File: config.mk
export PLATFORM = sky130hd
export DESIGN_NAME = serial_rx_wakeup
export DESIGN_NICKNAME = d
export VERILOG_FILES = /design/src/core/serial_pkg.sv /design/src/core/rx_evt_if.sv /design/src/core/rx_frame.sv /design/src/core/serial_rx_wakeup.sv
export VERILOG_INCLUDE_DIRS = /design/src /design/src/core
export SDC_FILE = /design/constraint.sdc
export NUM_CORES = 1
export LEC_CHECK = 0
export BUFFER_PORTS_ARGS = -buffer_cell sky130_fd_sc_hd__buf_2
export CAP_MARGIN = 20
export CORE_AREA = 10 10 129 131
export DETAILED_ROUTE_END_ITERATION = 6
export DIE_AREA = 0 0 139 141
export PLACE_DENSITY = 0.71
export SETUP_SLACK_MARGIN = 0.5
export SYNTH_ARGS = -nofsm -noshare
export SYNTH_HDL_FRONTEND = slang
export SYNTH_HIERARCHICAL = 1
export SYNTH_SLANG_ARGS = --single-unit
File: constraint.sdc
create_clock -name ref_clk -period 2.6 [get_ports ref_clk]
set_input_delay 0.13 -clock ref_clk [delete_from_list [all_inputs] [get_ports ref_clk]]
set_output_delay 0.13 -clock ref_clk [all_outputs]
set_load 0.02 [all_outputs]
File: src/core/serial_defines.svh
// Register offsets, field positions, reset values and frame counts of the serial port
`ifndef SERIAL_DEFINES_SVH
`define SERIAL_DEFINES_SVH
// Register byte offsets
`define OFS_CTRL 8'h00
`define OFS_STAT 8'h04
`define OFS_MASK 8'h08
`define OFS_DATA 8'h0c
// Control register fields
`define CTL_WAKE 0
`define CTL_CNT_START 1
`define CTL_IDLE_IN_SLEEP 2
`define CTL_NINE_BIT 3
`define CTL_SLEEP 4
`define CTL_PAR_EN 5
`define CTL_PAR_ODD 6
// Flag positions, shared by status and mask registers
`define ST_TX_EMPTY 0
`define ST_TX_DONE 1
`define ST_RX_FULL 2
`define ST_IDLE 3
`define ST_RX_EDGE 4
`define ST_BREAK 5
`define ST_OVERRUN 6
`define ST_NOISE 7
`define ST_FRAMING 8
`define ST_PARITY 9
// Reset values
`define CTRL_RST 8'h00
`define MASK_RST 10'h000
`define RXD_RST 9'h000
// Idle character length in bit times, start and stop included
`define CHAR_BT8 5'h0a
`define CHAR_BT9 5'h0b
// Index of the most significant data bit
`define LAST_IDX8 4'h7
`define LAST_IDX9 4'h8
// Level of an inactive line
`define LINE_IDLE 1'b1
`endif

File: src/core/serial_pkg.sv
// State types of the serial receiver and transmitter
package serial_pkg;
  typedef enum logic [1:0] {RX_IDLE, RX_START, RX_DATA, RX_STOP} rx_state_t;
  typedef enum logic [1:0] {TX_IDLE, TX_START, TX_DATA, TX_STOP} tx_state_t;
endpackage : serial_pkg

File: src/core/rx_evt_if.sv
// Events passed from the receive frame engine to the port core
interface rx_evt_if;
  logic fall;
  logic start_end;
  logic msb_seen;
  logic msb_val;
  logic char_done;
  logic frame_err;
  logic noise_err;
  logic parity_err;
  logic brk;
  logic [8:0] data;
  modport engine (output fall, start_end, msb_seen, msb_val, char_done, frame_err,
    noise_err, parity_err, brk, data);
  modport core (input fall, start_end, msb_seen, msb_val, char_done, frame_err,
    noise_err, parity_err, brk, data);
endinterface : rx_evt_if

File: src/core/rx_frame.sv
// Receive frame engine: start, data and stop bit timing with three-point sampling
`include "serial_defines.svh"
module rx_frame #(
  parameter int BIT_CYCLES = 16
) (
  input logic ref_clk, // Bus clock
  input logic sys_rst, // Synchronous reset
  input logic rx_line, // Receive pin
  input logic nine_bit, // Nine data bits
  input logic parity_en, // Top bit is parity
  input logic parity_odd, // Odd parity
  rx_evt_if.engine ev // Events to the core
);
  localparam logic [15:0] LAST_CYC = 16'(BIT_CYCLES - 1);
  localparam logic [15:0] MID_CYC = 16'(BIT_CYCLES / 2);
  serial_pkg::rx_state_t state;
  logic [15:0] cyc;
  logic [3:0] idx;
  logic [8:0] shreg;
  logic [2:0] smp;
  logic rx_prev;
  logic noisy;

  // Bit timing and majority decode
  wire bit_end = cyc == LAST_CYC;
  wire in_win = (cyc >= MID_CYC - 16'h0001) && (cyc <= MID_CYC + 16'h0001);
  wire maj = (smp[0] & smp[1]) | (smp[0] & smp[2]) | (smp[1] & smp[2]);
  wire split = (smp != 3'h0) && (smp != 3'h7);
  wire [3:0] last_idx = nine_bit ? `LAST_IDX9 : `LAST_IDX8;
  wire [8:0] frame_bits = nine_bit ? shreg : {1'b0, shreg[7:0]};

  // Events, qualified by the cycle in which they pulse
  assign ev.fall = rx_prev & ~rx_line;
  assign ev.start_end = (state == serial_pkg::RX_START) && bit_end && !maj;
  assign ev.msb_seen = (state == serial_pkg::RX_DATA) && bit_end && (idx == last_idx);
  assign ev.msb_val = maj;
  assign ev.char_done = (state == serial_pkg::RX_STOP) && bit_end;
  assign ev.frame_err = !maj;
  assign ev.noise_err = noisy | split;
  assign ev.parity_err = parity_en & ((^frame_bits) ^ parity_odd);
  assign ev.brk = (frame_bits == 9'h000) && !maj;
  assign ev.data = frame_bits;

  // Samples around mid bit and previous line level
  always_ff @(posedge ref_clk) begin
    if (sys_rst) begin
      smp <= 3'h7;
      rx_prev <= `LINE_IDLE;
    end else begin
      rx_prev <= rx_line;
      if (in_win) begin
        smp <= {smp[1:0], rx_line};
      end
    end
  end

  // Frame sequencer
  always_ff @(posedge ref_clk) begin
    if (sys_rst) begin
      state <= serial_pkg::RX_IDLE;
      cyc <= 16'h0000;
      idx <= 4'h0;
      shreg <= `RXD_RST;
      noisy <= 1'b0;
    end else begin
      cyc <= (bit_end || state == serial_pkg::RX_IDLE) ? 16'h0000 : cyc + 16'h0001;
      unique case (state)
        serial_pkg::RX_IDLE: begin
          if (!rx_line) begin
            state <= serial_pkg::RX_START;
            noisy <= 1'b0;
          end
        end
        serial_pkg::RX_START: begin
          if (bit_end) begin
            state <= maj ? serial_pkg::RX_IDLE : serial_pkg::RX_DATA;
            idx <= 4'h0;
            noisy <= split;
          end
        end
        serial_pkg::RX_DATA: begin
          if (bit_end) begin
            shreg[idx] <= maj;
            noisy <= noisy | split;
            if (idx == last_idx) begin
              state <= serial_pkg::RX_STOP;
            end else begin
              idx <= idx + 4'h1;
            end
          end
        end
        serial_pkg::RX_STOP: begin
          if (bit_end) begin
            state <= serial_pkg::RX_IDLE;
          end
        end
      endcase
    end
  end
endmodule : rx_frame

File: src/core/serial_rx_wakeup.sv
// Serial port core: receiver wakeup, transmitter, flags, masks and interrupt groups
//
// What this block does
// - A sleeping receiver clears its sleep bit by itself at a message boundary.
// - With wakeup method 0 the sleep bit clears after one full idle character time.
// - An idle character lasts 10 bit times with 8 data bits and 11 with 9.
// - An idle that wakes a sleeper with idle-flag-in-sleep clear does not set the idle flag.
// - With idle-flag-in-sleep set every idle sets the idle flag, asleep or not.
// - With count start select 0 idle counting begins right after the start bit.
// - With count start select 1 idle counting begins only after the stop bit time.
// - With wakeup method 1 a one in the top data bit clears the sleep bit.
// - That address character wakes before its stop bit and is received in full.
// - Three interrupt requests: transmit, receive and error groups.
// - Ten separate enables gate only the requests; flags still set for polling.
// - The transmit-empty flag requests a transmit interrupt while set and enabled.
// - Transmit-complete sets only once all is sent and the line rests high.
`include "serial_defines.svh"
module serial_rx_wakeup #(
  parameter int BIT_CYCLES = 16
) (
  input logic ref_clk, // Bus clock, 40 MHz
  input logic sys_rst, // Synchronous reset
  input logic [7:0] addr, // Register byte address
  input logic [31:0] wdata, // Write data
  input logic wr, // Write strobe
  input logic rd, // Read strobe
  output logic [31:0] rdata, // Read data, cycle after rd
  input logic serial_rx_line, // Receive pin
  output logic serial_tx_line, // Transmit pin
  output logic irq, // Any unmasked flag
  output logic irq_tx, // Transmit group request
  output logic irq_rx, // Receive group request
  output logic irq_err // Error group request
);
  localparam logic [15:0] LAST_CYC = 16'(BIT_CYCLES - 1);
  localparam logic [15:0] IDLE_8 = 16'(`CHAR_BT8 * BIT_CYCLES);
  localparam logic [15:0] IDLE_9 = 16'(`CHAR_BT9 * BIT_CYCLES);

  // ----------------------------------------------------------------
  // Registers and decode
  // ----------------------------------------------------------------
  logic [7:0] ctrl;
  logic [9:0] mask;
  logic [9:2] sticky;
  logic [8:0] rx_data;
  logic [8:0] tx_buf;
  logic tx_full;
  rx_evt_if ev ();

  // Address decode
  wire sel_ctrl = addr == `OFS_CTRL;
  wire sel_stat = addr == `OFS_STAT;
  wire sel_mask = addr == `OFS_MASK;
  wire sel_data = addr == `OFS_DATA;
  wire wr_ctrl = wr & sel_ctrl;
  wire wr_stat = wr & sel_stat;
  wire rd_data = rd & sel_data;
  wire wr_data = wr & sel_data;

  // Control fields
  wire wake_sel = ctrl[`CTL_WAKE];
  wire cnt_start_sel = ctrl[`CTL_CNT_START];
  wire idle_in_sleep = ctrl[`CTL_IDLE_IN_SLEEP];
  wire nine_bit = ctrl[`CTL_NINE_BIT];
  wire receiver_sleep = ctrl[`CTL_SLEEP];

  // ----------------------------------------------------------------
  // Receive frame engine
  // ----------------------------------------------------------------
  rx_frame #(
    .BIT_CYCLES(BIT_CYCLES)
  ) rx_frame_inst (
    .ref_clk(ref_clk),
    .sys_rst(sys_rst),
    .rx_line(serial_rx_line),
    .nine_bit(nine_bit),
    .parity_en(ctrl[`CTL_PAR_EN]),
    .parity_odd(ctrl[`CTL_PAR_ODD]),
    .ev(ev)
  );

  // ----------------------------------------------------------------
  // Idle detection
  // ----------------------------------------------------------------
  logic idle_armed;
  logic [15:0] idle_cnt;
  wire [15:0] idle_len = nine_bit ? IDLE_9 : IDLE_8;
  wire idle_evt = idle_armed && serial_rx_line && (idle_cnt == idle_len - 16'h0001);

  // Arming point: after the start bit or after the stop bit
  always_ff @(posedge ref_clk) begin
    if (sys_rst) begin
      idle_armed <= 1'b0;
    end else if (idle_evt) begin
      idle_armed <= 1'b0;
    end else if (ev.start_end) begin
      idle_armed <= ~cnt_start_sel;
    end else if (ev.char_done && cnt_start_sel) begin
      idle_armed <= 1'b1;
    end
  end

  // Counts consecutive idle-level cycles while armed
  always_ff @(posedge ref_clk) begin
    if (sys_rst || !idle_armed || !serial_rx_line) begin
      idle_cnt <= 16'h0000;
    end else begin
      idle_cnt <= idle_cnt + 16'h0001;
    end
  end

  // ----------------------------------------------------------------
  // Wakeup and control register
  // ----------------------------------------------------------------
  wire wake_idle = idle_evt & ~wake_sel;
  wire wake_mark = ev.msb_seen & ev.msb_val & wake_sel;
  wire wake = receiver_sleep & (wake_idle | wake_mark);

  // Software write wins over a wakeup in the same cycle
  always_ff @(posedge ref_clk) begin
    if (sys_rst) begin
      ctrl <= `CTRL_RST;
    end else if (wr_ctrl) begin
      ctrl <= wdata[7:0];
    end else if (wake) begin
      ctrl[`CTL_SLEEP] <= 1'b0;
    end
  end

  // ----------------------------------------------------------------
  // Flags and interrupt requests
  // ----------------------------------------------------------------
  wire rx_take = ev.char_done & ~receiver_sleep;
  wire rx_fresh = rx_take & ~sticky[`ST_RX_FULL];
  wire tx_idle;
  wire [9:0] flags;
  wire [9:0] set_v;
  wire [9:0] clr_v;
  wire [9:0] masked = flags & mask;

  // Event sources
  assign set_v[`ST_TX_EMPTY] = 1'b0;
  assign set_v[`ST_TX_DONE] = 1'b0;
  assign set_v[`ST_RX_FULL] = rx_take;
  assign set_v[`ST_IDLE] = idle_evt & (idle_in_sleep | ~receiver_sleep);
  assign set_v[`ST_RX_EDGE] = ev.fall;
  assign set_v[`ST_BREAK] = rx_take & ev.brk;
  assign set_v[`ST_OVERRUN] = rx_take & sticky[`ST_RX_FULL];
  assign set_v[`ST_NOISE] = rx_fresh & ev.noise_err;
  assign set_v[`ST_FRAMING] = rx_fresh & ev.frame_err;
  assign set_v[`ST_PARITY] = rx_fresh & ev.parity_err;

  // Write-one-to-clear; reading data also clears receive-full
  assign clr_v = (wr_stat ? wdata[9:0] : 10'h000) | (10'(rd_data) << `ST_RX_FULL);

  // Level flags of the transmitter, sticky flags of the receiver
  assign flags[`ST_TX_EMPTY] = ~tx_full;
  assign flags[`ST_TX_DONE] = ~tx_full & tx_idle;
  assign flags[9:2] = sticky;

  // Set wins over clear in the same cycle
  always_ff @(posedge ref_clk) begin
    if (sys_rst) begin
      sticky <= 8'h00;
    end else begin
      sticky <= (sticky & ~clr_v[9:2]) | set_v[9:2];
    end
  end

  // Group requests
  assign irq_tx = |masked[`ST_TX_DONE:`ST_TX_EMPTY];
  assign irq_rx = |masked[`ST_BREAK:`ST_RX_FULL];
  assign irq_err = |masked[`ST_PARITY:`ST_OVERRUN];
  assign irq = irq_tx | irq_rx | irq_err;

  // Mask register and received character
  always_ff @(posedge ref_clk) begin
    if (sys_rst) begin
      mask <= `MASK_RST;
      rx_data <= `RXD_RST;
    end else begin
      if (wr & sel_mask) begin
        mask <= wdata[9:0];
      end
      if (rx_fresh) begin
        rx_data <= ev.data;
      end
    end
  end

  // ----------------------------------------------------------------
  // Transmitter
  // ----------------------------------------------------------------
  serial_pkg::tx_state_t tx_state;
  logic [15:0] tx_cyc;
  logic [3:0] tx_idx;
  logic [8:0] tx_sh;
  wire tx_bit_end = tx_cyc == LAST_CYC;
  wire tx_take = (tx_state == serial_pkg::TX_IDLE) && tx_full;
  wire [3:0] tx_last = nine_bit ? `LAST_IDX9 : `LAST_IDX8;
  assign tx_idle = tx_state == serial_pkg::TX_IDLE;

  // Holding buffer, written only while empty
  always_ff @(posedge ref_clk) begin
    if (sys_rst) begin
      tx_full <= 1'b0;
      tx_buf <= `RXD_RST;
    end else if (wr_data && !tx_full) begin
      tx_full <= 1'b1;
      tx_buf <= wdata[8:0];
    end else if (tx_take) begin
      tx_full <= 1'b0;
    end
  end

  // Shifter: start bit, data least significant first, stop bit
  always_ff @(posedge ref_clk) begin
    if (sys_rst) begin
      tx_state <= serial_pkg::TX_IDLE;
      tx_cyc <= 16'h0000;
      tx_idx <= 4'h0;
      tx_sh <= `RXD_RST;
      serial_tx_line <= `LINE_IDLE;
    end else begin
      tx_cyc <= (tx_bit_end || tx_idle) ? 16'h0000 : tx_cyc + 16'h0001;
      unique case (tx_state)
        serial_pkg::TX_IDLE: begin
          if (tx_full) begin
            tx_sh <= tx_buf;
            tx_state <= serial_pkg::TX_START;
            serial_tx_line <= ~`LINE_IDLE;
          end
        end
        serial_pkg::TX_START: begin
          if (tx_bit_end) begin
            tx_state <= serial_pkg::TX_DATA;
            tx_idx <= 4'h0;
            serial_tx_line <= tx_sh[0];
            tx_sh <= tx_sh >> 1;
          end
        end
        serial_pkg::TX_DATA: begin
          if (tx_bit_end) begin
            if (tx_idx == tx_last) begin
              tx_state <= serial_pkg::TX_STOP;
              serial_tx_line <= `LINE_IDLE;
            end else begin
              tx_idx <= tx_idx + 4'h1;
              serial_tx_line <= tx_sh[0];
              tx_sh <= tx_sh >> 1;
            end
          end
        end
        serial_pkg::TX_STOP: begin
          if (tx_bit_end) begin
            tx_state <= serial_pkg::TX_IDLE;
          end
        end
      endcase
    end
  end

  // ----------------------------------------------------------------
  // Read port
  // ----------------------------------------------------------------
  wire [31:0] rd_mux = sel_ctrl ? {24'h000000, ctrl} :
                       sel_stat ? {22'h000000, flags} :
                       sel_mask ? {22'h000000, mask} :
                       sel_data ? {23'h000000, rx_data} : 32'h00000000;

  // Data valid only in the cycle after the strobe
  always_ff @(posedge ref_clk) begin
    if (sys_rst) begin
      rdata <= 32'h00000000;
    end else begin
      rdata <= rd ? rd_mux : 32'h00000000;
    end
  end

  // ----------------------------------------------------------------
  // Checks
  // ----------------------------------------------------------------
  logic [15:0] hi_run;
  logic [15:0] since_done;

  // Line-high run and time since the last stop bit end, saturating
  always_ff @(posedge ref_clk) begin
    if (sys_rst) begin
      hi_run <= 16'h0000;
      since_done <= 16'h0000;
    end else begin
      hi_run <= !serial_rx_line ? 16'h0000 : hi_run + 16'(hi_run != 16'hffff);
      since_done <= ev.char_done ? 16'h0000 : since_done + 16'(since_done != 16'hffff);
    end
  end
endmodule : serial_rx_wakeup
After elaboration in Yosys (flattened, before gate mapping)

Index checks and enable logic that the tools add are counted.

Add/subtract/negate cells: 6
Muxes and demuxes: 52
Magnitude comparators: 4
Bitwise logic cells: 43
Equality and inequality tests: 27
Reduce and logical (&&, ||, !) cells: 52

Operators with widths:

| kind                                                               | count |
|---|---|
| two-way mux 9 bit                                                  | 6 |
| adder 16 x 1 -> 16 bit, second input constant                      | 3 |
| == test 16 x 4 -> 1 bit, second input constant                     | 2 |
| two-way mux 10 bit                                                 | 3 |
| two-way mux 4 bit                                                  | 7 |
| case mux 9 bit (3 select lines)                                    | 1 |
| AND 1 bit                                                          | 23 |
| two-way mux 2 bit                                                  | 11 |
| inequality test 2 bit, second input constant                       | 9 |
| == test 16 bit                                                     | 1 |
| == test 8 x 4 -> 1 bit, second input constant                      | 2 |
| greater-or-equal comparator 16 x 3 -> 1 bit, second input constant | 1 |
| less-or-equal comparator 16 x 4 -> 1 bit, second input constant    | 1 |
| case mux 2 bit (4 select lines)                                    | 2 |
| case mux 4 bit (2 select lines)                                    | 2 |
| AND reduction 4 bit                                                | 4 |
| AND reduction 5 bit                                                | 3 |
| logical AND 1 bit                                                  | 14 |
| two-way mux 1 bit                                                  | 14 |
| AND 10 bit                                                         | 1 |
| OR 10 x 3 -> 10 bit                                                | 1 |
| nonzero test 2 bit                                                 | 5 |
| OR reduction 2 bit                                                 | 5 |
| bitwise mux 9 bit                                                  | 1 |
| other kinds (31)                                                   | 62 |

Logic and storage cells: 208
Input bits: 45
Bits in registers: 162

Depth between registers and ports, before layout

Gate-level depths: netlist of run 1.

Word-level depth: 9
Depth in mapped cells: 9
Mapped depth without buffers: 8

By module

The synthesis of run 1 kept the hierarchy.

Modules (own cells, without submodules):

| module           | area an instance (um^2) | times used | cells an instance | sequential area each (um^2) |
|---|---|---|---|---|
| serial_rx_wakeup | 4665.7                  | 1          | 539               | 2082.0 |
| rx_frame         | 2099.5                  | 1          | 248               | 720.7 |

Worst setup path before layout of run 1

Ideal clock, no wire load.

Kind: register to register
Start: reg rx_frame_inst.cyc[4]
End: reg rx_data[8]
Setup time: 0.071 ns
Arrival: 2.497 ns
Cell stages (with the launch flop): 9
Slack: 0.032 ns
Cell sequence: dfxtp_1 -> or4_4 -> or4_4 -> nor2_1 -> nor2b_1 -> nor2b_1 -> clkbuf_1 -> nand2_1 -> a21oi_1

Word-level cells in the longest chain between the ends: 4

RTL lines:

| element                  | RTL line                | source |
|---|---|---|
| start: declaration       | rx_frame.sv:17          | `logic [15:0] cyc;` |
| start signal: assignment | rx_frame.sv:66          | `cyc <= (bit_end \|\| state == serial_pkg::RX_IDLE) ? 16'h0000 : cyc + 16'h0001;` |
| == test 16 x 4 -> 1 bit  | rx_frame.sv:25          | `wire bit_end = cyc == LAST_CYC;` |
| logical AND 1 bit        | rx_frame.sv:37          | `assign ev.char_done = (state == serial_pkg::RX_STOP) && bit_end;` |
| net ev.char_done         | rx_evt_if.sv:7          | `logic char_done;` |
| AND 1 bit                | serial_rx_wakeup.sv:133 | `wire rx_take = ev.char_done & ~receiver_sleep;` |
| AND 1 bit                | serial_rx_wakeup.sv:134 | `` wire rx_fresh = rx_take & ~sticky[`ST_RX_FULL]; `` |
| end signal: assignment   | serial_rx_wakeup.sv:180 | `` rx_data <= `RXD_RST; `` |
| end signal: assignment   | serial_rx_wakeup.sv:186 | `rx_data <= ev.data;` |
| end: declaration         | serial_rx_wakeup.sv:45  | `logic [8:0] rx_data;` |

The timed path passes the listed nets, and every way through them passes these cells.
A chain may end at the register's enable or synchronous reset.

Worst setup path in the final report of run 1

Start: reg rx_frame_inst.cyc[9]
End: reg rx_data[3]

Same word-level chain as after synthesis.

==> results of run 1 <==
==> critical path, cell delays in order, from the launching register on <==
cell and delay, ns:
dfxtp_2 0.32, or4_4 0.53, or4_4 0.59, nor2_4 0.11, nor2b_4 0.21, nor2b_4 0.26, nand2_1 0.08, a21oi_1 0.13
==> metrics by stage <==
step | setup WS [ns] | power [mW] | instance area (um2) | instances
3_3_place_gp | 0.170 | 2.71 | 6970 | 974
4_1_cts | 0.324 | 5.06 | 7710 | 1019
5_1_grt | 0.208 | 5.27 | 7840 | 1026
2_1_floorplan | 0.345 | 2.64 | 6870 | 808
3_5_place_dp | 0.127 | 2.71 | 6970 | 974
6_report | 0.293 | 5.06 | 7840 | 1026
==> cell families after synthesis <==
logic type,Yosys count,share of synthesized area [%]
fa+ha+maj,24,4.40
xor+xnor,44,5.70
mux,45,6.66
compound gates,112,10.7
other cells,1,0.0554
buf+inv,97,7.32
simple gates,324,23.8
flops,140,41.4
==> state kept, by name, indices dropped and copies added, names as in the netlist, 2 cells and up, named ones only <==
register and flops:
ctrl 8, idle_cnt 16, mask 10, rdata 10, rx_data 9, rx_frame_inst/cyc 16
rx_frame_inst/idx 4, rx_frame_inst/shreg 9, rx_frame_inst/smp 3, sticky 8, tx_buf 9, tx_cyc 16
tx_idx 4, tx_sh 9, tx_state 2
==> layout make-up <==
class	instances	area (um2)
fill	1284	6370
inverter	34	128
clock inverter	15	150
clock buffer	17	425
sequential	140	2810
tap	184	230
multi-input combinational	573	3690
timing repair buffer	63	403
==> power by group through the flow <==
stage / Combinational [mW] / Clock [mW] / Sequential, mW
floorplan: 0.345 / 0 / 2.29
global placement: 0.413 / 0 / 2.29
detailed placement: 0.417 / 0 / 2.29
CTS: 0.430 / 2.38 / 2.25
global route: 0.524 / 2.49 / 2.25
finish: 0.467 / 2.34 / 2.25
==> worst min path at each step <==
stage               slack [ns]  cells past startpoint                     to
CTS                       0.01                      3                mask[1]
detailed placement        0.39                      3                mask[9]
finish                    0.03                      3                mask[1]
floorplan                 0.24                      1  rx_frame_inst/rx_prev
global placement          0.38                      3                mask[9]
global route              0.03                      3              tx_buf[6]
==> metal layers <==
metal / GRT usage [%] / vias up / wire (um)
met2: 23.2 / 102 / 7060
met3: 4.77 / 14 / 732
met1: 19.2 / 2538 / 7120
met4: 5.05 / 0 / 165
met5: 0 / - / 0
li1: - / 2764 / -
==> repair_timing <==
item | 4_1_cts | 5_1_grt
gates resized for setup | 14 | 22
setup endpoints to repair | 18 | 75
gates cloned | 1 | 2
pin swaps | 16 | 17
endpoints found under the hold margin | 4 | 0
buffers inserted | 9 | 5
hold buffers | 3 | 0
==> layout by cell type, fill, tap and decap left out, types with 8 or more instances in the layout <==
master / count
a211oi_1: 10
a21oi_1: 35
a22oi_1: 11
and3_1: 9
buf_2: 37
buf_4: 19
clkbuf_16: 17
conb_1: 22
dfxtp_1: 134
ha_1: 20
inv_1: 34
mux2i_1: 45
nand2_1: 61
nand2b_1: 13
nand3_1: 27
nand4_1: 18
nor2_1: 119
nor3_1: 12
o21ai_0: 21
or3_1: 8
xnor2_1: 20
xor2_1: 24
==> out/qor.yml, run 1 <==
async_reset_ff_share_pct: 0
drive_gt1_share_pct: 15.9
start_util_pct: 47.6
critPathMaxFanout: 6
intPower_mw: 3.78
ys_top_cells_by_count: "dfxtp_1, nor2_1, nand2_1"
worstRegToRegCells: 7
insertion_delay_ns: 0.42
io_pins: 82
clockRootBuffer: "clkbuf_16"
grt_max_degree: 55
ir_drop_uv: 521
clock_skew_ns: 0.00788
power_density_nw_per_um2: 645
grt_pass1_vias: 5173
synthCells: 787
rsz0062_at_grt: "true"
syn_area_um2: 6770
synth.yosys.seq_area_share_pct: 41.4
switching_share_pct: 25.2
grt_pass1_wl_um: 24700
timing.hold.ws_ns: 0.0348
yosysUniqueCellTypes: 59
drtIter0Drc: 304
clkSinkCount: 140
worstSetupPathType: "flop to flop"
hold_viol: 0
synth_top_area_share_pct: 41.4
reg2reg_to: "rx_data[3]"
min_period_over_period_pct: 88.7
rr_startpoint: "rx_frame_inst/cyc[9]"
yosysMostFrequentCell: "dfxtp_1"
vias_per_cell: 5.28
worst_slew_pin_slew_ns: 0.658
worstHoldStart: "wdata[1]"
rrSetupSlack_ns: 0.29
die_w_um: 139
cp.arrival_ns: 2.66
synthTopCellsByArea: "dfxtp_1, mux2i_1, nor2_1"
routedWlPerCell_um: 14.7
max_freq_ghz: 0.433
ys_warn_count: 6
leakage_nw: 3.12
fp.dieH_um: 141
hpwl_um: 9920
drtPass1Iterations: 4
final-setup-viol-count: 0
clkPwrFrac_pct: 46.3
p_comb_share_pct: 9.2
synth-main-ff-cell: "dfxtp_1"
finalCriticalPeriod_ns: 2.31
crit_required_ns: 2.95
hold_class: "input port to flop"
start_kind: "flop"
ant_nets: 0
route.detailed.drc: 0
cts_max_path_buffers: 2
crit_end: "rx_data[3]"
ys_ff_latch: 140
gp_congestion: 0.787
relSlewSlack_pct: 56.0
synth_area_leader_cell: "dfxtp_1"
cts_tree: "built"
nNetsFinal: 897
numCtsBuffers: 17
critPathLaunch: "rx_frame_inst/cyc[9]"
area_growth_pct: 15.8
cts_max_level: 4
outcome: "complete, no violations"
fin_setup_tns_ns: 0
syn_area_per_cell_um2: 8.60
p_seq_share_pct: 44.5
fp.coreArea_um2: 14200
finalMaxSlewViolations: 0
dieArea_um2: 19600
diodes: 0
track_usage_pct: 14.9
rows: 44
synth_enable_flop_cells: 0
postLayoutCoreUtil_pct: 55.2
drt-total-wl_um: 15100
drv_cap: 0
grt-ovfl-total: 0
antenna_found_initial: 0
clk_pin_slew_ns: 0.06
power_switching_mw: 1.27
portBuffers: 37
vias: 5418
worstSetupEndpointType: "flop"
Note: power is estimated with default switching activity, not from simulation.
==> run 2: changes to the inputs <==
--- a/config.mk
+++ b/config.mk
@@ -8,10 +8,10 @@
 export LEC_CHECK = 0
 export BUFFER_PORTS_ARGS = -buffer_cell sky130_fd_sc_hd__buf_2
 export CAP_MARGIN = 20
-export CORE_AREA = 10 10 129 131
+export CORE_AREA = 10 10 128 130
 export DETAILED_ROUTE_END_ITERATION = 6
-export DIE_AREA = 0 0 139 141
-export PLACE_DENSITY = 0.71
+export DIE_AREA = 0 0 138 140
+export PLACE_DENSITY = 0.72
 export SETUP_SLACK_MARGIN = 0.5
 export SYNTH_ARGS = -nofsm -noshare
 export SYNTH_HDL_FRONTEND = slang
==> run 2 against run 1 <==
- count of clock-buffer cells in the layout is 4 higher
- worst setup slack lost 0.024 ns
- clock power grew 4%
- global-route usage up 0.37 points
- cell area fell by 1.2%
- highest routed layer unchanged
==> out/qor.yml, run 2 (synthesis results as in run 1) <==
drtPass1Iterations: 5  # +1
drive_gt1_share_pct: 14.3  # -1.7 points
placedInstanceArea_um2: 6980  # +0.14%
clockRootBuffer: "clkbuf_16"
mostFrequentLayoutCells: "dfxtp_1, nor2_1, nand2_1"
clk_pin_slew_ns: 0.06  # about the same
cpMaxStageDelayCell: "or4_4"
vias_per_cell: 5.38  # +1.9%
grt-ovfl-total: 0  # unchanged
cp.arrival_ns: 2.63  # -0.03 ns
finalMaxSlewViolations: 0  # unchanged
largestRegisters: "idle_cnt (16), rx_frame_inst/cyc (16), tx_cyc (16)"
cts_max_path_buffers: 2  # unchanged
clock_skew_ns: 0.00525  # -0.00264 ns
min_period_over_period_pct: 89.7  # +0.93 points
antenna_found_initial: 0  # unchanged
power_switching_mw: 1.22  # -4.4%
clkSinkCount: 140  # unchanged
cts_max_level: 4  # unchanged
hold_viol: 0  # unchanged
drtIter0Drc: 367  # +21%
power_mw: 5.11  # +1.2%
rsz0062_at_grt: "true"
intPower_mw: 3.90  # +3.0%
cts_tree: "built"
leakage_nw: 3.09  # -0.98%
crit_required_ns: 2.90  # -0.05 ns
grt_max_degree: 51  # -7.3%
max_freq_ghz: 0.429  # -1.0%
start_util_pct: 49.1  # +1.5 points
final-setup-viol-count: 0  # unchanged
setup_ws_ns: 0.269  # -0.0243 ns
dpl_worst_slack_ns: 0.134  # +0.00715 ns
ir_drop_uv: 492  # -5.7%
finalCriticalPeriod_ns: 2.33  # +0.0243 ns
vias: 5460  # +0.78%
grt_pass1_vias: 5286  # +2.2%
outcome: "complete, no violations"
fp.dieH_um: 140  # -0.71%
area_growth_pct: 14.4
layout_commonest_cell: "dfxtp_1"
ant_nets: 0  # unchanged
fp.coreArea_um2: 13800  # -3.0%
relSlewSlack_pct: 56.1  # about the same
postLayoutCoreUtil_pct: 56.2  # +1.0 points
worstSetupPathType: "flop to flop"
p_comb_share_pct: 8.5  # -0.7 points
routedWlPerCell_um: 14.7  # +0.31%
start_kind: "flop"
dieArea_um2: 19300  # -1.4%
power_density_nw_per_um2: 661  # +2.4%
crit_family: "simple AND/OR/NAND/NOR gates"
critPathBufInv: 1  # +1
diodes: 0  # unchanged
nNetsFinal: 890  # -0.78%
rows: 43  # -2.3%
numCtsBuffers: 17  # unchanged
crit_chain: "or4_4 -> or4_4 -> buf_4 -> nor3_2 -> nand2_1 -> nand2_1 -> o21ai_0 -> a41o_1"
io_pins: 82  # unchanged
hpwl_um: 10400  # +4.5%
portBuffers: 37  # unchanged
fin_setup_tns_ns: 0  # unchanged
die_w_um: 138  # -0.72%
clkPwrFrac_pct: 47.4  # +1.1 points
worstSetupEndpointType: "flop"
timing.hold.ws_ns: 0.0203  # -0.0145 ns
place_inst: 972  # -0.21%
grt_pass1_wl_um: 25500  # +3.0%
p_seq_share_pct: 44.0  # -0.5 points
route.detailed.drc: 0  # unchanged
insertion_delay_ns: 0.41  # about the same
switching_share_pct: 23.8  # -1.4 points
hold_class: "input port to flop"
drt-total-wl_um: 15000  # -0.76%
drv_cap: 0  # unchanged
critPathMaxFanout: 5  # -1
fin_area_um2: 7740  # -1.2%
gp_congestion: 0.813  # +3.3%
finalNonFillerCells: 1015  # -1.1%
worst_slew_pin_slew_ns: 0.657  # -0.000521 ns
track_usage_pct: 15.3  # +0.37 points
fillers: 1266  # -1.4%
crit_path_max_incr_delay_ns: 0.58  # about the same
==> run 2: power groups by stage <==
stage	registers, mW	clock network (mW)	logic (mW)
2_1_floorplan	2.29	0	0.345
3_3_place_gp	2.29	0	0.411
3_5_place_dp	2.30	0	0.421
4_1_cts	2.25	2.46	0.430
5_1_grt	2.26	2.55	0.486
6_report	2.25	2.43	0.437
==> run 2: cell type report <==
class / instances / area, um2 / area share [%]
clock buffer: 21 / 450 / 5.82
timing repair buffer: 57 / 345 / 4.46
tap: 180 / 225 / 2.91
sequential: 140 / 2810 / 36.3
inverter: 34 / 128 / 1.65
multi-input combinational: 572 / 3640 / 47.0
clock inverter: 11 / 144 / 1.86
==> run 2: timing repair <==
item	in CTS	in global routing
pin swaps	14	7
cloned	1	0
gates resized for setup	9	14
setup buffers	7	2
hold buffers	1	0
hold endpoints to repair	1	0
setup endpoints to repair	18	56
==> run 2: path summary, 6_finish.rpt <==
kind | startpoint | to | slack (ns) | cells after the start
max reg2reg | rx_frame_inst/cyc[9] | ctrl[4] | 0.27 | 8
min reg2reg | rx_data[2] | rx_data[2] | 0.45 | 2
min | wdata[1] | ctrl[1] | 0.02 | 3
max | rx_frame_inst/cyc[9] | ctrl[4] | 0.27 | 8
==> run 2: metal layers <==
metal / up-vias / global-route usage, % / part of all wire [%]
li1: 2739 / - / -
met1: 2580 / 20.2 / 48
met2: 131 / 23.9 / 46
met3: 10 / 4.29 / 5.3
met4: 0 / 4.16 / 0.76
met5: - / 0 / 0
==> run 2: worst register-to-register path: stages (launching register included) <==
cell,delay (ns)
dfxtp_2,0.32
or4_4,0.54
or4_4,0.58
buf_4,0.17
nor3_2,0.17
nand2_1,0.08
nand2_1,0.06
o21ai_0,0.07
a41o_1,0.23
==> run 3: changes to the inputs <==
--- a/config.mk
+++ b/config.mk
@@ -8,10 +8,12 @@
 export LEC_CHECK = 0
 export BUFFER_PORTS_ARGS = -buffer_cell sky130_fd_sc_hd__buf_2
 export CAP_MARGIN = 20
-export CORE_AREA = 10 10 128 130
+export CELL_PAD_IN_SITES_DETAIL_PLACEMENT = 1
+export CELL_PAD_IN_SITES_GLOBAL_PLACEMENT = 1
+export CORE_AREA = 10 10 142 144
 export DETAILED_ROUTE_END_ITERATION = 6
-export DIE_AREA = 0 0 138 140
-export PLACE_DENSITY = 0.72
+export DIE_AREA = 0 0 152 154
+export PLACE_DENSITY = 0.75
 export SETUP_SLACK_MARGIN = 0.5
 export SYNTH_ARGS = -nofsm -noshare
 export SYNTH_HDL_FRONTEND = slang
==> run 3 against run 2 <==
- utilization fell by 11 points
- count of clock-buffer cells in the layout rose by 1
- fmax rose by 0.41%
- cell count rose by 4.4%
- non-clock buffer count rose by 4
- combinational power rose by 5.9%
- register-to-register slack barely moved
- critical path depth did not move
- total power fell by 0.15%
- largest power group unchanged
==> out/qor.yml, run 3 (synthesis results as in run 1) <==
drt-total-wl_um: 17500  # +17%
grt_pass1_vias: 5635  # +6.6%
postLayoutCoreUtil_pct: 45.7  # -11 points
fp.coreArea_um2: 17200  # +25%
rows: 48  # +12%
fp.dieH_um: 154  # +10%
drtPass1Iterations: 4  # -1
drtIter0Drc: 204  # -44%
clock_skew_ns: 0.00715  # +0.00191 ns
vias_per_cell: 5.23  # -2.7%
rsz0062_at_grt: "true"
insertion_delay_ns: 0.42  # about the same
critPathMaxFanout: 11  # +6
seq_area_um2: 2810  # +0.13%
track_usage_pct: 14.5  # -0.80 points
final-setup-viol-count: 0  # unchanged
portBuffers: 37  # unchanged
layout_commonest_cell: "dfxtp_1"
area_growth_pct: 16.0
hold_class: "input port to flop"
numCtsBuffers: 17  # unchanged
cts_max_path_buffers: 2  # unchanged
routedWlPerCell_um: 16.6  # +12%
placedInstanceArea_um2: 7040  # +0.81%
grt_pass1_wl_um: 28700  # +13%
start_kind: "flop"
multi_input_area_um2: 3660  # +0.65%
vias: 5546  # +1.6%
worst_slew_pin_slew_ns: 0.648  # -0.00919 ns
grt_max_degree: 54  # +5.9%
diodes: 0  # unchanged
crit_required_ns: 2.95  # +0.05 ns
cp.arrival_ns: 2.67  # +0.04 ns
clk_pin_slew_ns: 0.06  # about the same
finalCriticalPeriod_ns: 2.32  # -0.00957 ns
die_w_um: 152  # +10%
leakage_nw: 3.12  # +0.77%
clkSinkCount: 140  # unchanged
fin_area_um2: 7850  # +1.4%
cts_max_level: 4  # unchanged
worstSetupEndpointType: "flop"
ant_nets: 0  # unchanged
outcome: "complete, no violations"
fillers: 2075  # +64%
worstSetupPathType: "flop to flop"
power_mw: 5.11  # -0.15%
finalMaxSlewViolations: 0  # unchanged
setup_ws_ns: 0.278  # +0.00957 ns
dieArea_um2: 23400  # +21%
hold_viol: 0  # unchanged
hpwl_um: 11900  # +15%
fin_setup_tns_ns: 0  # unchanged
nNetsFinal: 893  # +0.34%
drive_gt1_share_pct: 15.1  # +0.84 points
dpl_worst_slack_ns: 0.107  # -0.0276 ns
cts_tree: "built"
io_pins: 82  # unchanged
max_freq_ghz: 0.431  # +0.41%
relSlewSlack_pct: 56.7  # +0.61 points
route.detailed.drc: 0  # unchanged
min_period_over_period_pct: 89.3  # -0.37 points
grt-ovfl-total: 0  # unchanged
drv_cap: 0  # unchanged
antenna_found_initial: 0  # unchanged
power_density_nw_per_um2: 651  # -1.5%
ir_drop_uv: 467  # -5.0%
clockRootBuffer: "clkbuf_16"
mostFrequentLayoutCells: "dfxtp_1, nor2_1, nand2_1"
largestRegisters: "idle_cnt (16), rx_frame_inst/cyc (16), tx_cyc (16)"
start_util_pct: 39.4  # -9.7 points
gp_congestion: 0.760  # -6.6%
-- run 3: cell types whose count changed in the layout (fill, tap and decap cells not counted), moves of 2 or more --
cell,delta
ha_1,-2
clkinv_4,-3
buf_4,+3
a21oi_2,+3
or3_4,+2
clkbuf_8,+3
ha_2,+2
a21oi_1,-3
or3_1,-2
clkbuf_1,-2
-- run 3: area by class of cell --
type,count,share of cell area [%]
Sequential cell,140,35.8
Tap cell,225,3.59
Clock buffer,22,6.17
Clock inverter,7,1.15
Multi-Input combinational cell,571,46.7
Timing Repair Buffer,61,4.94
Inverter,34,1.63
-- run 3: worst paths after layout --
path	endpoint	slack [ns]	from	cells after the start
min reg2reg	idle_cnt[0]	0.46	idle_cnt[0]	1
min	tx_buf[0]	0.03	wdata[0]	3
max	rx_data[8]	0.28	rx_frame_inst/cyc[9]	8
max reg2reg	rx_data[8]	0.28	rx_frame_inst/cyc[9]	8
-- run 3: what timing repair did --
| item | 4_1_cts | 5_1_grt |
|---|---|---|
| endpoints found under the hold margin | 1 | 0 |
| gates cloned | 0 | 1 |
| setup endpoints to repair | 29 | 69 |
| hold buffers | 1 | 0 |
| gates resized for setup | 9 | 24 |
| buffers inserted | 8 | 4 |
| pin swaps | 5 | 12 |
-- run 3: critical path, stage by stage, from the launching register on --
cell,delay (ns)
dfxtp_2,0.32
or4_4,0.54
or4_4,0.60
nor2_4,0.11
nor2b_4,0.17
nor2b_4,0.19
buf_12,0.14
nand2_1,0.07
a21oi_2,0.12
-- run 3: power breakdown --
| part | switching, mW | internal (mW) |
|---|---|---|
| clock network | 0.901 | 1.49 |
| registers | 0.0418 | 2.21 |
| logic | 0.298 | 0.165 |
-- run 3: per-stage QoR --
stage,hold WS [ns],instances
after global routing,0.0427,1060
final,0.0309,1060
after floorplan,0.237,808
after global placement,0.386,1017
after CTS,0.00370,1055
after detailed placement,0.392,1017
-- run 3: per-layer routing --
metal	vias to the layer above	GRT usage (%)	routed length, um	part of all wire [%]
met5	-	0	0	0
met4	0	4.03	263	1.5
met3	23	3.68	512	2.9
met2	67	24.5	8690	50
met1	2708	17.9	8080	46
li1	2748	-	-	-
